<file path="config.mk">
export PLATFORM = sky130hd
export DESIGN_NAME = pmc_top
export DESIGN_NICKNAME = d
export VERILOG_FILES = /design/src/pmc_pkg.sv /design/src/pmc_qual.sv /design/src/pmc_ramp.sv /design/src/pmc_top.sv
export SDC_FILE = /design/constraint.sdc
export NUM_CORES = 1
export LEC_CHECK = 0
export BUFFER_PORTS_ARGS = -buffer_cell sky130_fd_sc_hd__buf_2
export CAP_MARGIN = 20
export CORE_MARGIN = 8
export CORE_UTILIZATION = 44
export CTS_BUF_LIST = sky130_fd_sc_hd__clkbuf_16
export CTS_CLUSTER_SIZE = 40
export DETAILED_ROUTE_END_ITERATION = 8
export SETUP_SLACK_MARGIN = 0.15
export SYNTH_ARGS = -nofsm -noshare
export SYNTH_HDL_FRONTEND = slang
export SYNTH_SLANG_ARGS = --single-unit
</file>
<file path="constraint.sdc">
create_clock -name i_ref_clk -period 5.9 [get_ports i_ref_clk]
set_clock_uncertainty 0.1 [all_clocks]
set_input_delay 0.295 -clock i_ref_clk [delete_from_list [all_inputs] [get_ports i_ref_clk]]
set_output_delay 0.295 -clock i_ref_clk [all_outputs]
set_load 0.01 [all_outputs]
</file>
<file path="src/pmc_pkg.sv">
/*
  Shared constants for the power mode pin controller: APB register map,
  control field positions, reset values, state codes and tick counts.
  Assumes a 20 MHz reference clock and a 32.768 kHz crystal clock input.
*/
`default_nettype none
package pmc_pkg;
  // ----------------------------------------------------------------
  // Register map (byte addresses)
  // ----------------------------------------------------------------
  localparam logic [7:0] ADDR_CTRL = 8'h00;
  localparam logic [7:0] ADDR_SW1 = 8'h04;
  localparam logic [7:0] ADDR_SW2 = 8'h08;
  localparam logic [7:0] ADDR_STAT = 8'h0C;
  localparam logic [7:0] ADDR_ISTAT = 8'h10;
  localparam logic [7:0] ADDR_IMASK = 8'h14;
  // ----------------------------------------------------------------
  // Control fields
  // ----------------------------------------------------------------
  localparam int C_WDOG_COLD = 0;
  localparam int C_LPOFF_REQ = 1;
  localparam int C_MCU_GATE = 2;
  localparam int C_POL_PROC = 3;
  localparam int C_POL_PERI = 4;
  localparam int C_SID = 5;
  localparam int C_GENERAL_OUTPUT_FOUR_ADC = 6;
  localparam int C_OTG = 7;
  localparam int C_PRST_HOLD = 8;
  localparam int C_GENERAL_OUTPUT_FOUR = 9;
  localparam logic [9:0] CTRL_RST = 10'h018;
  localparam logic [11:0] SW_CFG_RST = 12'h000;
  localparam logic [5:0] LEVEL_RST = 6'h00;
  // ----------------------------------------------------------------
  // Interrupt bits and timing in 32 kHz ticks
  // ----------------------------------------------------------------
  localparam int I_WDOG = 0;
  localparam int I_STBY_IN = 1;
  localparam int I_STBY_OUT = 2;
  localparam int I_RAMP = 3;
  localparam int STEP_MV = 25;
  localparam int STEP_TICKS = 1;
  localparam int QUAL_TICKS = 2;
  localparam int START_TICKS = 8;
  localparam int WDOG_TICKS = 4;
  typedef enum logic [2:0] {
    ST_OFF = 3'b000,
    ST_START = 3'b001,
    ST_ON = 3'b010,
    ST_STBY = 3'b011,
    ST_WDOG = 3'b100,
    ST_LPOFF = 3'b101,
    ST_COLD = 3'b110
  } pmc_state_t;
endpackage
`default_nettype wire

</file>
<file path="src/pmc_qual.sv">
/*
  Input qualifier: two-flop synchroniser then a stable-level check
  counted in 32 kHz ticks. Assumes i_tick is a one-cycle pulse.
*/
`timescale 1ns/100ps
`default_nettype none
module pmc_qual
  import pmc_pkg::*;
#(
  parameter int TICKS = QUAL_TICKS
) (
  input wire logic i_ref_clk,
  input wire logic i_reset,
  input wire logic i_level,
  input wire logic i_tick,
  output logic o_level
);
  typedef struct packed {
    logic s1;
    logic s2;
    logic [7:0] cnt;
    logic q;
  } pmc_qual_t;
  pmc_qual_t s, next_s;

  // First stage feeds only the second; level must hold TICKS ticks
  always_comb begin
    next_s = s;
    next_s.s1 = i_level;
    next_s.s2 = s.s1;
    if (s.s2 == s.q) begin
      next_s.cnt = 8'h00;
    end else if (i_tick) begin
      if (s.cnt == 8'(TICKS - 1)) begin
        next_s.q = s.s2;
        next_s.cnt = 8'h00;
      end else begin
        next_s.cnt = s.cnt + 8'h01;
      end
    end
  end

  always_ff @(posedge i_ref_clk or posedge i_reset) begin
    if (i_reset) begin
      s <= '0;
    end else begin
      s <= next_s;
    end
  end

  assign o_level = s.q;
endmodule
`default_nettype wire

</file>
<file path="src/pmc_ramp.sv">
/*
  Output level ramp for one buck switcher: one code of 25 mV per
  time step toward the target. Assumes i_tick is a one-cycle pulse.
*/
`timescale 1ns/100ps
`default_nettype none
module pmc_ramp
  import pmc_pkg::*;
#(
  parameter int STEPS = STEP_TICKS
) (
  input wire logic i_ref_clk,
  input wire logic i_reset,
  input wire logic i_tick,
  input wire logic [5:0] i_target,
  output logic [5:0] o_level,
  output logic o_done
);
  typedef struct packed {
    logic [5:0] level;
    logic [7:0] cnt;
    logic done;
  } pmc_ramp_t;
  pmc_ramp_t s, next_s;

  // Never jump: a big change still walks one code per step
  always_comb begin
    next_s = s;
    next_s.done = 1'b0;
    if (s.level == i_target) begin
      next_s.cnt = 8'h00;
    end else if (i_tick) begin
      if (s.cnt == 8'(STEPS - 1)) begin
        next_s.cnt = 8'h00;
        if (s.level < i_target) begin
          next_s.level = s.level + 6'h01;
        end else begin
          next_s.level = s.level - 6'h01;
        end
        next_s.done = (next_s.level == i_target);
      end else begin
        next_s.cnt = s.cnt + 8'h01;
      end
    end
  end

  always_ff @(posedge i_ref_clk or posedge i_reset) begin
    if (i_reset) begin
      s <= '{level: LEVEL_RST, cnt: 8'h00, done: 1'b0};
    end else begin
      s <= next_s;
    end
  end

  assign o_level = s.level;
  assign o_done = s.done;
endmodule
`default_nettype wire

</file>
<file path="src/pmc_top.sv">
/*
  Power mode pin controller: watchdog and low-power request handling,
  slow clock and reset outputs, power gate drivers, voltage scaling
  pins and boost feedback select, with an APB register slave.
  Assumes all pins synchronous to i_ref_clk (20 MHz) except the
  request and watchdog pins, which are synchronised here.
*/
// The implementer's own choices: the APB slave port and the placing of the registers.
// Contract
// - Ramp voltage one 25 mV step per tick
// - Scaling pins reconfigurable as step up/down
// - Keepalive low leaves On to Off or Cold
// - Standby only when both requests asserted
// - Per-pin programmable polarity before combining
// - Synchronise and qualify request pins first
// - Requests honoured only in On mode
// - Peripheral slow clock driven from start-up
// - Peripheral slow clock only in Start, On and Standby states
// - Processor clock gateable in low-power off
// - Separate peripheral and processor resets
// - Fourth output can mux into ADC seven
// - OTG mode moves boost feedback to USB
// - Low-power off disables both gate drivers
`timescale 1ns/100ps
`default_nettype none
module pmc_top
  import pmc_pkg::*;
(
  input wire logic i_ref_clk,
  input wire logic i_reset,
  input wire logic i_psel,
  input wire logic i_penable,
  input wire logic i_pwrite,
  input wire logic [7:0] i_paddr,
  input wire logic [31:0] i_pwdata,
  output logic [31:0] o_prdata,
  output logic o_pready,
  output logic o_pslverr,
  input wire logic i_slow_clock_32k,
  input wire logic i_power_on_request,
  input wire logic i_watchdog_keepalive_input,
  input wire logic i_processor_low_power_request,
  input wire logic i_peripheral_low_power_request,
  input wire logic i_core_scaling_pin_one,
  input wire logic i_core_scaling_pin_two,
  output logic o_peripheral_slow_clock_out,
  output logic o_processor_slow_clock_out,
  output logic o_peripheral_reset_n_out,
  output logic o_processor_reset_n_out,
  output logic o_power_gate_driver_one,
  output logic o_power_gate_driver_two,
  output logic o_boost_feedback_usb_sel,
  output logic o_general_output_four,
  output logic o_general_output_four_adc7,
  output logic [5:0] o_buck_switcher_one_level,
  output logic [5:0] o_buck_switcher_two_level,
  output logic o_irq
);
  // ----------------------------------------------------------------
  // State
  // ----------------------------------------------------------------
  typedef struct packed {
    pmc_state_t st;
    logic [7:0] cnt;
    logic [9:0] ctrl;
    logic [11:0] sw1_cfg;
    logic [11:0] sw2_cfg;
    logic [5:0] step_up_down_mode;
    logic [3:0] ist;
    logic [3:0] imask;
    logic core_scaling_pin_one_d;
    logic core_scaling_pin_two_d;
    logic x32_d;
    logic pready;
    logic pslverr;
    logic [31:0] prdata;
    logic pclk;
    logic mclk;
    logic prst_n;
    logic crst_n;
    logic pg;
    logic fb_usb;
    logic general_output_four;
    logic general_output_four_adc;
    logic irq;
  } pmc_top_t;
  pmc_top_t s, next_s;

  logic tick;
  logic wdi_q;
  logic proc_q;
  logic peri_q;
  logic stby_evt;
  logic [5:0] tgt1;
  logic [5:0] tgt2;
  logic [5:0] lvl1;
  logic [5:0] lvl2;
  logic done1;
  logic done2;

  // One pulse per rising edge of the crystal clock
  assign tick = i_slow_clock_32k & ~s.x32_d;

  // ----------------------------------------------------------------
  // Input qualification
  // ----------------------------------------------------------------
  pmc_qual u_q_wdi (
    .i_ref_clk(i_ref_clk),
    .i_reset(i_reset),
    .i_level(i_watchdog_keepalive_input),
    .i_tick(tick),
    .o_level(wdi_q)
  );
  pmc_qual u_q_proc (
    .i_ref_clk(i_ref_clk),
    .i_reset(i_reset),
    .i_level(i_processor_low_power_request),
    .i_tick(tick),
    .o_level(proc_q)
  );
  pmc_qual u_q_peri (
    .i_ref_clk(i_ref_clk),
    .i_reset(i_reset),
    .i_level(i_peripheral_low_power_request),
    .i_tick(tick),
    .o_level(peri_q)
  );

  // Polarity first, then both must agree
  assign stby_evt = (proc_q ~^ s.ctrl[C_POL_PROC])
    & (peri_q ~^ s.ctrl[C_POL_PERI]);

  // ----------------------------------------------------------------
  // Switcher targets and ramps
  // ----------------------------------------------------------------
  // Pin high selects the scaled setpoint; step mode overrides switcher one
  always_comb begin
    tgt1 = i_core_scaling_pin_one ? s.sw1_cfg[11:6] : s.sw1_cfg[5:0];
    tgt2 = i_core_scaling_pin_two ? s.sw2_cfg[11:6] : s.sw2_cfg[5:0];
    if (s.ctrl[C_SID]) begin
      tgt1 = s.step_up_down_mode;
    end
  end

  pmc_ramp u_ramp1 (
    .i_ref_clk(i_ref_clk),
    .i_reset(i_reset),
    .i_tick(tick),
    .i_target(tgt1),
    .o_level(lvl1),
    .o_done(done1)
  );
  pmc_ramp u_ramp2 (
    .i_ref_clk(i_ref_clk),
    .i_reset(i_reset),
    .i_tick(tick),
    .i_target(tgt2),
    .o_level(lvl2),
    .o_done(done2)
  );

  // ----------------------------------------------------------------
  // Next state
  // ----------------------------------------------------------------
  always_comb begin
    next_s = s;
    next_s.x32_d = i_slow_clock_32k;
    next_s.core_scaling_pin_one_d = i_core_scaling_pin_one;
    next_s.core_scaling_pin_two_d = i_core_scaling_pin_two;
    // Step mode: pin one rises to step up, pin two to step down
    if (!s.ctrl[C_SID]) begin
      next_s.step_up_down_mode = s.sw1_cfg[5:0];
    end else if (i_core_scaling_pin_one && !s.core_scaling_pin_one_d && s.step_up_down_mode != 6'h3F) begin
      next_s.step_up_down_mode = s.step_up_down_mode + 6'h01;
    end else if (i_core_scaling_pin_two && !s.core_scaling_pin_two_d && s.step_up_down_mode != 6'h00) begin
      next_s.step_up_down_mode = s.step_up_down_mode - 6'h01;
    end
    // APB: one wait state, commit on the edge that sees pready
    next_s.pready = i_psel & i_penable & ~s.pready;
    next_s.pslverr = 1'b0;
    next_s.prdata = 32'h0000_0000;
    if (i_psel && i_penable && !s.pready) begin
      unique case (i_paddr)
        ADDR_CTRL: next_s.prdata = {22'h00_0000, s.ctrl};
        ADDR_SW1: next_s.prdata = {20'h0_0000, s.sw1_cfg};
        ADDR_SW2: next_s.prdata = {20'h0_0000, s.sw2_cfg};
        ADDR_STAT: next_s.prdata = {5'h00, peri_q, proc_q, wdi_q, 2'h0,
                                    lvl2, 2'h0, lvl1, 5'h00, s.st};
        ADDR_ISTAT: next_s.prdata = {28'h000_0000, s.ist};
        ADDR_IMASK: next_s.prdata = {28'h000_0000, s.imask};
        default: next_s.pslverr = 1'b1;
      endcase
    end
    // Request bit is a command, stored for one cycle then cleared
    next_s.ctrl[C_LPOFF_REQ] = 1'b0;
    if (i_psel && i_penable && s.pready && i_pwrite) begin
      unique case (i_paddr)
        ADDR_CTRL: next_s.ctrl = i_pwdata[9:0];
        ADDR_SW1: next_s.sw1_cfg = i_pwdata[11:0];
        ADDR_SW2: next_s.sw2_cfg = i_pwdata[11:0];
        ADDR_ISTAT: next_s.ist = s.ist & ~i_pwdata[3:0];
        ADDR_IMASK: next_s.imask = i_pwdata[3:0];
        default: next_s.ist = next_s.ist;
      endcase
    end
    // Power mode sequencing
    unique case (s.st)
      ST_OFF: begin
        next_s.cnt = 8'h00;
        if (i_power_on_request) begin
          next_s.st = ST_START;
        end
      end
      ST_START: begin
        if (tick) begin
          next_s.cnt = s.cnt + 8'h01;
          if (s.cnt == 8'(START_TICKS - 1)) begin
            next_s.st = ST_ON;
            next_s.cnt = 8'h00;
          end
        end
      end
      ST_ON: begin
        if (!wdi_q) begin
          next_s.st = ST_WDOG;
          next_s.cnt = 8'h00;
          next_s.ist[I_WDOG] = 1'b1;
        end else if (s.ctrl[C_LPOFF_REQ]) begin
          next_s.st = ST_LPOFF;
        end else if (stby_evt) begin
          next_s.st = ST_STBY;
          next_s.ist[I_STBY_IN] = 1'b1;
        end
      end
      ST_STBY: begin
        if (!wdi_q) begin
          next_s.st = ST_WDOG;
          next_s.cnt = 8'h00;
          next_s.ist[I_WDOG] = 1'b1;
        end else if (!stby_evt) begin
          next_s.st = ST_ON;
          next_s.ist[I_STBY_OUT] = 1'b1;
        end
      end
      ST_WDOG: begin
        // Requests are ignored here; the drop always completes
        if (tick) begin
          next_s.cnt = s.cnt + 8'h01;
          if (s.cnt == 8'(WDOG_TICKS - 1)) begin
            next_s.st = s.ctrl[C_WDOG_COLD] ? ST_COLD : ST_OFF;
            next_s.cnt = 8'h00;
          end
        end
      end
      ST_LPOFF: begin
        if (i_power_on_request) begin
          next_s.st = ST_ON;
        end
      end
      ST_COLD: begin
        next_s.st = ST_START;
        next_s.cnt = 8'h00;
      end
      default: begin
        next_s.st = ST_OFF;
      end
    endcase
    // Ramp completion; set wins over a same-cycle clear
    if (done1 || done2) begin
      next_s.ist[I_RAMP] = 1'b1;
    end
    // Outputs follow the next state so pins change with it
    next_s.pclk = i_slow_clock_32k & (next_s.st == ST_START ||
      next_s.st == ST_ON || next_s.st == ST_STBY);
    next_s.mclk = i_slow_clock_32k & (next_s.st != ST_OFF) &
      (next_s.st != ST_COLD) &
      !(next_s.st == ST_LPOFF && next_s.ctrl[C_MCU_GATE]);
    next_s.crst_n = (next_s.st == ST_ON || next_s.st == ST_STBY ||
      next_s.st == ST_WDOG || next_s.st == ST_LPOFF);
    next_s.prst_n = next_s.crst_n & ~next_s.ctrl[C_PRST_HOLD];
    next_s.pg = (next_s.st == ST_ON || next_s.st == ST_STBY ||
      next_s.st == ST_WDOG);
    next_s.fb_usb = next_s.ctrl[C_OTG];
    next_s.general_output_four = next_s.ctrl[C_GENERAL_OUTPUT_FOUR] & ~next_s.ctrl[C_GENERAL_OUTPUT_FOUR_ADC];
    next_s.general_output_four_adc = next_s.ctrl[C_GENERAL_OUTPUT_FOUR_ADC];
    next_s.irq = |(next_s.ist & next_s.imask);
  end

  // ----------------------------------------------------------------
  // State register
  // ----------------------------------------------------------------
  always_ff @(posedge i_ref_clk or posedge i_reset) begin
    if (i_reset) begin
      s <= '0;
      s.st <= ST_OFF;
      s.ctrl <= CTRL_RST;
      s.sw1_cfg <= SW_CFG_RST;
      s.sw2_cfg <= SW_CFG_RST;
    end else begin
      s <= next_s;
    end
  end

  // Every output straight from a register: this state register, or the ramp registers for the levels
  assign o_prdata = s.prdata;
  assign o_pready = s.pready;
  assign o_pslverr = s.pslverr;
  assign o_peripheral_slow_clock_out = s.pclk;
  assign o_processor_slow_clock_out = s.mclk;
  assign o_peripheral_reset_n_out = s.prst_n;
  assign o_processor_reset_n_out = s.crst_n;
  assign o_power_gate_driver_one = s.pg;
  assign o_power_gate_driver_two = s.pg;
  assign o_boost_feedback_usb_sel = s.fb_usb;
  assign o_general_output_four = s.general_output_four;
  assign o_general_output_four_adc7 = s.general_output_four_adc;
  assign o_buck_switcher_one_level = lvl1;
  assign o_buck_switcher_two_level = lvl2;
  assign o_irq = s.irq;
endmodule
`default_nettype wire

</file>
==> results of run 1 <==
worst max-delay path, stage by stage:
cell and delay (ns):
dlygate4sd3_1 0.52, buf_2 0.22, mux2i_1 0.20, nor2_1 0.05
a21oi_1 0.22, ha_1 0.29, o21ai_0 0.16, a21oi_1 0.07
o41ai_1 0.58, inv_1 0.23, ha_1 0.33, a211oi_1 0.36
o21bai_1 0.12, a21oi_1 0.18, xnor2_1 0.11, xnor2_1 0.16
nor4_1 0.26
report_power, final:
part	internal (W)	switching (W)	total [W]
registers	0.00118	0.000156	0.00134
logic	0.000612	0.000712	0.00132
clock network	0.000612	0.000437	0.00105
total	0.00241	0.00130	0.00371
through the flow:
stage | power [W] | std cells | setup slack, ns | hold slack (ns) | util, %
2_1_floorplan | 0.002415 | 867 | 1.273 | 0.2264 | -
3_3_place_gp | 0.002661 | 1137 | 1.626 | 0.2354 | 46.24
3_5_place_dp | 0.002680 | 1137 | 1.648 | 0.2457 | 46.24
4_1_cts | 0.003750 | 1175 | 1.795 | 0.01159 | 49.45
5_1_grt | 0.003969 | 1175 | 1.382 | 0.01659 | 49.45
6_report | 0.003711 | 1175 | 1.741 | 0.02820 | 49.45
kinds of logic (layout without fill, tap and decap cells):
family	count (synthesis)	in the layout
other	1	9
adders and majority gates	38	38
DFF	157	157
buffers and inverters	104	147
and+or+nand+nor	278	278
muxes	73	73
AOI/OAI and AO/OA	166	166
xor gates and xnor gates	42	42
cell usage after synthesis (all sizes together), types with 6 or more instances:
library cell  instances  share of area, %
a21o                  7              0.61
a21oi                33               1.9
a22oi                 7              0.61
and3                 26               1.9
buf                  50               4.2
clkbuf               25               1.1
dfrtp               155                45
ha                   35               5.1
inv                  29               1.3
mux2                 49               6.4
mux2i                24               2.8
nand2                63               2.7
nand2b               15               1.1
nand3                34               2.0
nand4                 6              0.44
nor2                 70               3.0
nor2b                16               1.2
nor3                 10              0.70
nor4                 10              0.73
o21ai                71               4.1
o31ai                13               1.1
or2                   6              0.44
or3                   6              0.49
xnor2                27               2.7
xor2                 14               1.4
cells in the final DEF (no fill, tap or decap), types with 6 or more instances in the layout:
master and count:
nor2_1 70, nand2b_1 15, a21o_1 7, dlygate4sd3_1 6, dfrtp_1 155, mux2i_1 24, mux2_2 49, nand2_1 63
inv_1 31, nand3_1 34, clkbuf_16 17, xnor2_1 27, buf_2 78, a21oi_1 33, a22oi_1 7, ha_1 35
nor3_1 8, conb_1 9, and3_1 24, o31ai_1 13, nor2b_1 16, nor4_1 10, nand4_1 6, or2_2 6
o21ai_0 70, xor2_1 14
layer usage:
layer	up-vias	routed length (um)
met1	3034	9361
met4	0	184
met2	94	8918
li1	3066	-
met5	-	0
met3	17	817
flip-flops by register name (all words and copies together), names as in the netlist, 6 cells and up:
signal	flops
u_ramp2.s	8
u_ramp1.o_level	6
s	62
u_q_proc.s	9
u_q_wdi.s	9
o_prdata	23
u_ramp1.s	8
u_ramp2.o_level	6
u_q_peri.s	9
cell type report:
| type | instances | area, um2 | share of cell area, % |
|---|---|---|---|
| Tap cell | 265 | 331.6 | 3.468 |
| Clock inverter | 15 | 135.1 | 1.413 |
| Clock buffer | 17 | 425.4 | 4.449 |
| Timing Repair Buffer | 86 | 465.4 | 4.868 |
| Sequential cell | 157 | 3931 | 41.11 |
| Inverter | 29 | 113.9 | 1.191 |
| Multi-Input combinational cell | 606 | 4159 | 43.50 |
path summary, 6_finish.rpt:
check / from / end / slack, ns / cells past startpoint
min in group asynchronous: i_reset / u_q_wdi.next_s[9] / 0.49 / 3
max reg2reg: s[67] / u_ramp2.o_done / 1.74 / 13
max in group asynchronous: i_reset / u_ramp1.o_level[4] / 3.86 / 4
min reg2reg: u_q_peri.next_s[9] / u_q_peri.s[9] / 0.25 / 0
max: i_core_scaling_pin_one / u_ramp1.o_done / 1.74 / 17
min: i_pwdata[7] / s[67] / 0.03 / 2
==> impl_results.md, run 1 <==
* First-pass GRT wire length at 32210 um
* Min Tclk post-route at 4.159 ns
* Post-CTS resize count at 0
* Slew @ Worst Pin at 0.9311 ns
* Io pins at 108
* Post-synthesis cell type count at 63
* Outcome: completed
* Clk buf depth at 2
* IO buf count at 78
* Die Ht at 156.0 um
* All-Layer GR Usage at 16.74%
* Clock sink total at 157
* Initial Utilization at between 40% and 50%
* # setup viols final at 0
* Synth-to-Final Area Change at 10.91%
* Via count at 6211
* # hold bufs at CTS at 6
* Post-Synth Adder-Cell Area at 5.776%
* Area of the core at 19330 um2
* Max rail drop VDD at 0.0003344 V
* Critical Path AT at 4.36 ns
* Vias in the first global route at a little over 6000
* Top achievable clock speed at 240.5 MHz
* Setup TNS at 0 ns
* Gr ovfl total at 0
* Final Instance Area at 9562 um2
* Site Rows at 51
* Synth Instances at around 860
* Crit Path Class: input port to flip-flop
* Busiest grt layer: met2
* Fillers at 1795
* Vias per inst at 5.286
* Die X at between 150 and 200 um
* Initial antenna violation count at 0
* DIE AREA at 24330 um2
* Simple-Gate Fraction of Synth Area at 16.42%
* First drt pass iteration count at 5
* Largest family of logic cells by synthesized area: simple AND/OR/NAND/NOR gates
* CTS H-tree lvls at 4
* Largest net degree at the start of global routing at 103
* Area of placed instances at between 8000 and 9000 um2
* Global-route track usage on met1 at roughly 23%
* Met3 usage at around 3.9%
* Root buffer cell: clkbuf_16
* Mux cell area share after synthesis at between 9 and 10%
* Final Wtd Congestion at 0.8471
* 1st-iter DRT viols at approximately 310
* WL/cell at 16.41 um
* Number of post-CTS setup repair buffers at 0
* MaxCap Viol Count at 0
* Rel. slew slack at 37.80%
* Clock Pin Slew Worst Setup and Hold Paths at 0.06 ns
* WL final at slightly below 20000 um
* RSZ-0062 raised after global routing: false
* Leak at 4.554 nW
* Yosys reg bits at ~160
* Nets at 987
* Sequential share of the synthesized area at 45.60%
* CTS Buf Count at 17
* CP required at between 6 and 7 ns
* Critical path capture point type: flip-flop
* Post-DRT Antenna Nets at 0
* GRT met2 Usage at between 20% and 30%
* DRC violations left at 0
* Layout cell share with drive strength beyond 1 at 19.56%
* Compound-Gate Fraction of Synth Area at between 10 and 15%
* Cell Pwr Density at 388.1 nW/um2
* Worst-Skew Late Latency at around 0.43 ns
* EDFF count, synth at 0
* ANT cells at 0
* Fin. max-slew vios at 0
* Max FO, Critical Path at 9
* Post-synthesis instance area at 8621 um2
* CTS tree: done
* Syn avg cell area at around 10 um2
* Post-DP HPWL at about 14000 um
* Post-route clock period utilization at between 70% and 80%
* Yosys warning count at 0
* Post-synth top flop: dfrtp_1
* Final Hold Fails at 0
* CP startpoint kind: input port
* HP Class: input port to flip-flop
* Xor/xnor share of the synthesized area at around 4.4%
* Async set or reset register ratio after synthesis at 100.0%
Power figures use the tool's default switching activity.
==> inputs of run 2 (changes only) <==
--- a/config.mk
+++ b/config.mk
@@ -5,6 +5,7 @@
 export SDC_FILE = /design/constraint.sdc
 export NUM_CORES = 1
 export LEC_CHECK = 0
+export ABC_AREA = 1
 export BUFFER_PORTS_ARGS = -buffer_cell sky130_fd_sc_hd__buf_2
 export CAP_MARGIN = 20
 export CORE_MARGIN = 8
==> constraint.sdc (replaced) <==
create_clock -name i_ref_clk -period 4.2 [get_ports i_ref_clk]
set_clock_uncertainty 0.1 [all_clocks]
set_input_delay 0.21 -clock i_ref_clk [delete_from_list [all_inputs] [get_ports i_ref_clk]]
set_output_delay 0.21 -clock i_ref_clk [all_outputs]
set_load 0.01 [all_outputs]
==> impl_results.md, run 2 <==
* Outcome: completed
* Top achievable clock speed at 276.7 MHz
* DIE AREA at 25170 um2 (+3.5%)
* Hold endpoint: o_pready
* HP Class: input port to flip-flop
* Root buffer cell: clkbuf_16
* Sequential share of the synthesized area at 43.91% (-1.7 points)
* First-pass GRT wire length at 34200 um (+6.2%)
* DRC violations left at 0 (unchanged)
* Post-route clock period utilization at a little under nine tenths
* Clk buf depth at 2 (unchanged)
* R2r setup slk at 0.59 ns (-1.15 ns)
* Cell Pwr Density at 546.8 nW/um2 (+41%)
* Setup TNS at 0 ns (unchanged)
* Hold depth at 3 (+1)
* Count leader, synth: nand2_1
* CTS tree: done
* Number of post-CTS setup repair buffers at 0 (unchanged)
* R2R depth at 15 (+2)
* Largest Register: s
* WL final at 21130 um (+9.6%)
* # setup viols final at 0 (unchanged)
* Number of flip-flops under the largest register name at 62 (unchanged)
* List of most frequent post-synthesis cells: nand2_1, dfrtp_1, inv_1
* Async set or reset register ratio after synthesis at 100.0% (unchanged)
* Syn avg cell area at 8.283 um2 (-17%)
* Synth Instances at 1081 (+26%)
* Slew @ Worst Pin at 0.7730 ns (-0.1580 ns)
* Cell taking the most area after synthesis: dfrtp_1
* Leak at 4.823 nW (+5.9%)
* First drt pass iteration count at 5 (unchanged)
* Area of the multi-input gates at 4048 um2 (-2.7%)
* Reg2reg start: s[89]
* Min Tclk post-route at between 3 and 4 ns
* Vias per inst at 4.980 (-5.8%)
* Post-synthesis cell type count at 48 (-24%)
* Die X at 158.7 um (+1.7%)
* Yosys reg bits at 157 (unchanged)
* Met3 usage at 3.094% (-0.76 points)
* Yosys warning count at 0 (unchanged)
* Fillers at 1966 (+9.5%)
* Gr ovfl total at 0 (unchanged)
* Max rail drop VDD at 0.0003056 V (-8.6%)
* Worst-Skew Late Latency at 0.43 ns (about the same)
* Final Hold Fails at 0 (unchanged)
* Synth-to-Final Area Change at 12.40%
* Nets at 1236 (+25%)
* Final hold slack at 0.04725 ns (+0.01905 ns)
* Most frequent cells in the layout: nand2_1, dfrtp_1, inv_1
* Commonest non-fill, non-tap cell in the layout: nand2_1
* Critical path capture point type: flip-flop
* Rel. slew slack at 48.36% (+11 points)
* CTS Buf Count at 17 (unchanged)
* GRT met2 Usage at 29.29% (+3.3 points)
* Crit Path Class: flip-flop to flip-flop
* Largest net degree at the start of global routing at 67 (-35%)
* Share of the synthesized area in the top cell type at 43.32% (-1.7 points)
* Hold Crit Start: i_penable
* Busiest grt layer: met2
* CP startpoint kind: flip-flop
* Global-route track usage on met1 at 22.82% (-0.18 points)
* Post-synth top flop: dfrtp_1
* Post-synthesis instance area at 8954 um2 (+3.9%)
* Vias in the first global route at 6679 (+8.8%)
* All-Layer GR Usage at 17.49% (+0.75 points)
* IO buf count at 78 (unchanged)
* Die Ht at 158.7 um (+1.7%)
* Io pins at 108 (unchanged)
* Clock sink total at 157 (unchanged)
* CTS H-tree lvls at 4 (unchanged)
* Post-DRT Antenna Nets at 0 (unchanged)
* Site Rows at 52 (+2.0%)
* Via count at 7101 (+14%)
* EDFF count, synth at 0 (unchanged)
* Initial Utilization at 44.54% (-0.051 points)
* Final Wtd Congestion at 0.8619 (+1.7%)
* Initial antenna violation count at 1 (+1)
* CP required at 4.42 ns (-1.68 ns)
* Fin cells at 1426 (+21%)
* Max FO, Critical Path at 15 (+6)
* Post-DP HPWL at 15770 um (+14%)
* Critical Path AT at 3.83 ns (-0.53 ns)
* 1st-iter DRT viols at 380 (+22%)
* Layout cell share with drive strength beyond 1 at 15.41% (-4.1 points)
* # placed instances at 1378 (+21%)
* WL/cell at 14.82 um (-9.7%)
* Synth area leaders: dfrtp_1, nand2_1, inv_1
* MaxCap Viol Count at 0 (unchanged)
* Register Area at 3931 um2 (unchanged)
* Area of the core at 20100 um2 (+4.0%)
* Worst r2r dst: u_ramp1.o_done
* Clock Pin Slew Worst Setup and Hold Paths at 0.06 ns (about the same)
* Fin. max-slew vios at 0 (unchanged)
* RSZ-0062 raised after global routing: false
[run 2: changes by cell type after synthesis, sizes merged, moves of 14 or more]
| cell | change |
|---|---|
| clkbuf | -23 |
| nor2 | +15 |
| mux2i | -22 |
| nand3 | +34 |
| o21ai | +28 |
| o22ai | +29 |
| nand2b | -15 |
| nand2 | +170 |
| inv | +121 |
| xnor2 | -14 |
| nor2b | -16 |
| mux2 | -48 |
| and3 | -26 |
| nor3 | +23 |
[run 2: worst max path at each step]
stage,from,endpoint,slack [ns]
5_1_grt,s[89],u_ramp1.o_done,0.27
3_5_place_dp,s[89],u_ramp1.o_done,0.59
2_1_floorplan,s[89],u_ramp1.o_done,1.24
6_report,s[89],u_ramp1.o_done,0.59
4_1_cts,s[89],u_ramp1.o_done,0.59
3_3_place_gp,s[89],u_ramp1.o_done,0.69
[run 2: layout make-up]
type / count / share of cell area, %
multi-input cells: 721 / 40.22
repair buffers: 99 / 6.167
clock buffers: 17 / 4.227
diodes: 1 / 0.02487
well taps: 270 / 3.357
clock inverters: 11 / 1.305
inverters: 150 / 5.632
flip-flops and latches: 157 / 39.07
[run 2: kinds of logic after synthesis]
family	share of synthesized area (%)
simple gates	23.41
flops	43.91
compound gates	11.99
other cells	0.04188
xor+xnor	3.521
fa+ha+maj	5.562
buf+inv	11.22
mux	0.3494
[run 2: routing by layer]
layer | wire (um) | part of all wire [%]
met1 | 9817 | 46
met2 | 10380 | 49
met3 | 749 | 3.5
met4 | 188 | 0.89
met5 | 0 | 0
[run 2: stage by stage]
step / util [%] / worst slack [ns] / cell area [um2] / power [W]
after global routing: 50.06 / 0.2709 / 10060 / 0.005930
after detailed placement: 46.33 / 0.5931 / 9314 / 0.004011
after floorplan: - / 1.240 / 8987 / 0.003597
after CTS: 49.99 / 0.5934 / 10050 / 0.005545
final: 50.06 / 0.5863 / 10060 / 0.005503
after global placement: 46.33 / 0.6892 / 9314 / 0.003971
[run 2: timing repair]
action	CTS	global route
hold buffers	18	1
hold endpoints to repair	62	1
resized for setup	0	0
[run 2: power breakdown]
group / leakage [nW] / switching (W) / internal (W)
clock: 0.276 / 0.000591 / 0.000909
combinational: 2.49 / 0.00133 / 0.000808
sequential: 2.06 / 0.000194 / 0.00167
[run 2: critical path, cell delays in order (launching register included)]
cell and delay [ns]:
dfrtp_1 0.62, inv_2 0.19, o21ai_0 0.44, ha_1 0.34
nand2_1 0.09, o21bai_1 0.11, nand3_1 0.24, ha_1 0.48
a21oi_1 0.13, or2_2 0.28, nand3_1 0.12, inv_1 0.07
nand3_1 0.08, nand2_1 0.07, nor2_1 0.08, nor2_1 0.05
==> inputs of run 3 (changes only) <==
--- a/config.mk
+++ b/config.mk
@@ -8,6 +8,7 @@
 export ABC_AREA = 1
 export BUFFER_PORTS_ARGS = -buffer_cell sky130_fd_sc_hd__buf_2
 export CAP_MARGIN = 20
+export CORE_ASPECT_RATIO = 1.2
 export CORE_MARGIN = 8
 export CORE_UTILIZATION = 44
 export CTS_BUF_LIST = sky130_fd_sc_hd__clkbuf_16
@@ -16,4 +17,5 @@
 export SETUP_SLACK_MARGIN = 0.15
 export SYNTH_ARGS = -nofsm -noshare
 export SYNTH_HDL_FRONTEND = slang
+export SYNTH_HIERARCHICAL = 1
 export SYNTH_SLANG_ARGS = --single-unit
==> impl_results.md, run 3 <==
* Sequential share of the synthesized area at 42.50% (-1.4 points)
* Worst-Skew Late Latency at 0.42 ns (about the same)
* RSZ-0062 raised after global routing: false
* Synth area leaders: dfrtp_1, nand2_1, inv_1
* First-pass GRT wire length at 37220 um (+8.8%)
* Cells along the critical path: dlygate4sd3_1, buf_2, inv_1, o21ai_0, a21oi_1, a21oi_1, inv_1, ha_1, nand2_1, nor2_1, nand2_1, nand3_1, inv_1, fa_1, inv_1, a21oi_1, o21ai_0, nor2_1, nand2_2, nor2_2, nand3b_1, nor2_1
* Layout cell share with drive strength beyond 1 at 12.70% (-2.7 points)
* Final Hold Fails at 0 (unchanged)
* Syn avg cell area at 7.645 um2 (-7.7%)
* Io pins at 108 (unchanged)
* Final Wtd Congestion at 0.8613 (about the same)
* Clk buf depth at 2 (unchanged)
* Most used cell, CP: inv_1
* Initial antenna violation count at 0 (-1)
* All-Layer GR Usage at 17.83% (+0.34 points)
* ANT cells at 0 (-1)
* Post-route clock period utilization at 79.37% (-6.7 points)
* Site Rows at 58 (+12%)
* Synth Instances at 1210 (+12%)
* MaxCap Viol Count at 0 (unchanged)
* CP top delay family: buffers and inverters
* 1st-iter DRT viols at 465 (+22%)
* WL final at 22390 um (+5.9%)
* Slew @ Worst Pin at 0.9082 ns (+0.1351 ns)
* Post-DRT Antenna Nets at 0 (unchanged)
* CTS tree: done
* Clock sink total at 157 (unchanged)
* IO buf count at 78 (unchanged)
* Yosys reg bits at 157 (unchanged)
* Setup ws final at 0.8663 ns (+0.2800 ns)
* Gr ovfl total at 0 (unchanged)
* Share of the synthesized area in the top cell type at 41.93% (-1.4 points)
* Leak at 5.279 nW (+9.4%)
* Post-DP HPWL at 16870 um (+6.9%)
* Largest family of logic cells by synthesized area: simple AND/OR/NAND/NOR gates
* Largest Register: s
* List of most frequent post-synthesis cells: nand2_1, inv_1, dfrtp_1
* EDFF count, synth at 0 (unchanged)
* CP required at 4.45 ns (+0.03 ns)
* Initial Utilization at 44.41% (-0.12 points)
* HP Class: input port to flip-flop
* Most frequent cells in the layout: nand2_1, inv_1, dfrtp_1
* Critical path capture point type: flip-flop
* Count leader, synth: nand2_1
* WL/cell at 14.34 um (-3.2%)
* Simple-Gate Fraction of Synth Area at 28.59% (+5.2 points)
* Die X at 148.4 um (-6.5%)
* Synth-to-Final Area Change at 12.46% (about the same)
* Setup WS pre-CTS at 0.9799 ns (+0.3867 ns)
* Die Ht at 174.8 um (+10%)
* Cell taking the most area after synthesis: dfrtp_1
* Number of post-CTS setup repair buffers at 0 (unchanged)
* # setup viols final at 0 (unchanged)
* Number of flip-flops under the largest register name at 62 (unchanged)
* Max FO, Critical Path at 8 (-7)
* Rel. slew slack at 38.82% (-9.5 points)
* Async set or reset register ratio after synthesis at 100.0% (unchanged)
* Crit Path Class: input port to flip-flop
* Utilization after layout at 49.95% (-0.11 points)
* Fin. max-slew vios at 0 (unchanged)
* Compound-Gate Fraction of Synth Area at 9.536% (-2.5 points)
* CTS Buf Count at 17 (unchanged)
* Post-Synth Adder-Cell Area at 5.654% (+0.092 points)
* Vias in the first global route at 7508 (+12%)
* Critical Path AT at 3.59 ns (-0.24 ns)
* DRC violations left at 0 (unchanged)
* Post-synthesis instance area at 9250 um2 (+3.3%)
* First drt pass iteration count at 5 (unchanged)
* Root buffer cell: clkbuf_16
* Mux cell area share after synthesis at 0.3652% (+0.016 points)
* Commonest non-fill, non-tap cell in the layout: nand2_1
* Nets at 1370 (+11%)
* CP startpoint kind: input port
* Xor/xnor share of the synthesized area at 1.610% (-1.9 points)
* Post-synthesis cell type count at 47 (-2.1%)
* Critical path's slowest cell: dlygate4sd3_1
* Via count at 7705 (+8.5%)
* Post-synth top flop: dfrtp_1
* Clock Pin Slew Worst Setup and Hold Paths at 0.06 ns (about the same)
* Crit path buf inv count at 6 (+4)
* Area of the core at 20830 um2 (+3.6%)
* CTS H-tree lvls at 4 (unchanged)
* Setup TNS at 0 ns (unchanged)
* Min Tclk post-route at 3.334 ns (-0.2800 ns)
* Vias per inst at 4.936 (-0.88%)
* Largest net degree at the start of global routing at 66 (-1.5%)
* Largest stage delay, worst path at 0.52 ns (-0.10 ns)
* DIE AREA at 25940 um2 (+3.1%)
* Max rail drop VDD at 0.0002763 V (-9.6%)
* Cell Pwr Density at 509.5 nW/um2 (-6.8%)
* Yosys warning count at 6 (+6)
* Top achievable clock speed at 300.0 MHz (+8.4%)
* Outcome: completed
-- run 3: changes by cell type after synthesis, sizes merged, moves of 11 or more --
cell	before	now
o22ai	30	11
inv	150	177
nand3	68	90
nand2	233	346
nor3	33	19
nor2	85	108
xnor2	13	2
-- run 3: repair_timing --
| action | 4_1_cts | 5_1_grt |
|---|---|---|
| setup endpoints to repair | 0 | 0 |
| endpoints found under the hold margin | 95 | 0 |
| hold buffers | 15 | 0 |
| resized for setup | 0 | 0 |
-- run 3: worst register-to-register path, stage by stage (launching register included) --
cell	delay, ns
dfrtp_1	0.37
buf_4	0.22
a21oi_1	0.06
a22oi_1	0.25
inv_1	0.11
ha_1	0.31
nand2_1	0.07
nor2_1	0.15
nand2_1	0.10
nand3_1	0.10
inv_1	0.06
fa_1	0.47
inv_1	0.06
a21oi_1	0.13
o21ai_0	0.10
nor2_1	0.12
nand2_2	0.06
nor2_2	0.08
nand3b_1	0.08
nor2_1	0.10
-- run 3: layout make-up --
type	instances	area, um2
multi-input combinational	823	4269
fill	2064	10430
tap	270	337.8
clock inverter	15	170.2
clock buffer	17	425.4
inverter	179	675.6
timing repair buffer	100	593.1
sequential	157	3931
-- run 3: routing by layer --
metal	up-vias	part of all wire, %	GRT usage [%]
met5	-	0	0
met4	0	1.8	6.130
met3	24	4.9	3.416
met2	185	49	30.22
met1	3548	44	22.21
li1	3948	-	-
-- run 3: power by group --
group | internal, W | switching, W
logic | 0.000700 | 0.00122
registers | 0.00164 | 0.000170
clock network | 0.000932 | 0.000641
total | 0.00327 | 0.00203
-- run 3: worst paths after layout --
path,to,startpoint,cells past startpoint,slack (ns)
min in group asynchronous,u_q_proc/s[9],i_reset,3,0.34
setup / recovery,u_ramp1/o_done,i_core_scaling_pin_one,22,0.87
max in group asynchronous,o_prdata[10],i_reset,4,2.58
hold / removal,s[89],i_pwdata[5],3,0.02
hold reg to reg,u_q_proc/s[9],u_q_proc/next_s[9],0,0.25
setup reg to reg,u_ramp1/o_done,s[89],19,1.04
-- run 3: cell families after synthesis --
logic type / after synthesis
multiplexers: 3
adder cells (fa/ha/maj): 40
AND/OR/NAND/NOR: 591
other: 1
flip-flops: 157
buffers and inverters: 238
AO/OA/AOI/OAI: 163
XOR/XNOR: 17
-- run 3: per-stage QoR --
stage | power, W | instances | cell area [um2] | hold slack, ns
floorplan | 0.003351 | 1218 | 9280 | -0.03756
global placement | 0.003701 | 1514 | 9657 | 0.2205
detailed placement | 0.003742 | 1514 | 9657 | 0.2198
CTS | 0.005352 | 1561 | 10400 | 0.005034
global route | 0.005727 | 1561 | 10400 | 0.006743
finish | 0.005300 | 1561 | 10400 | 0.01818
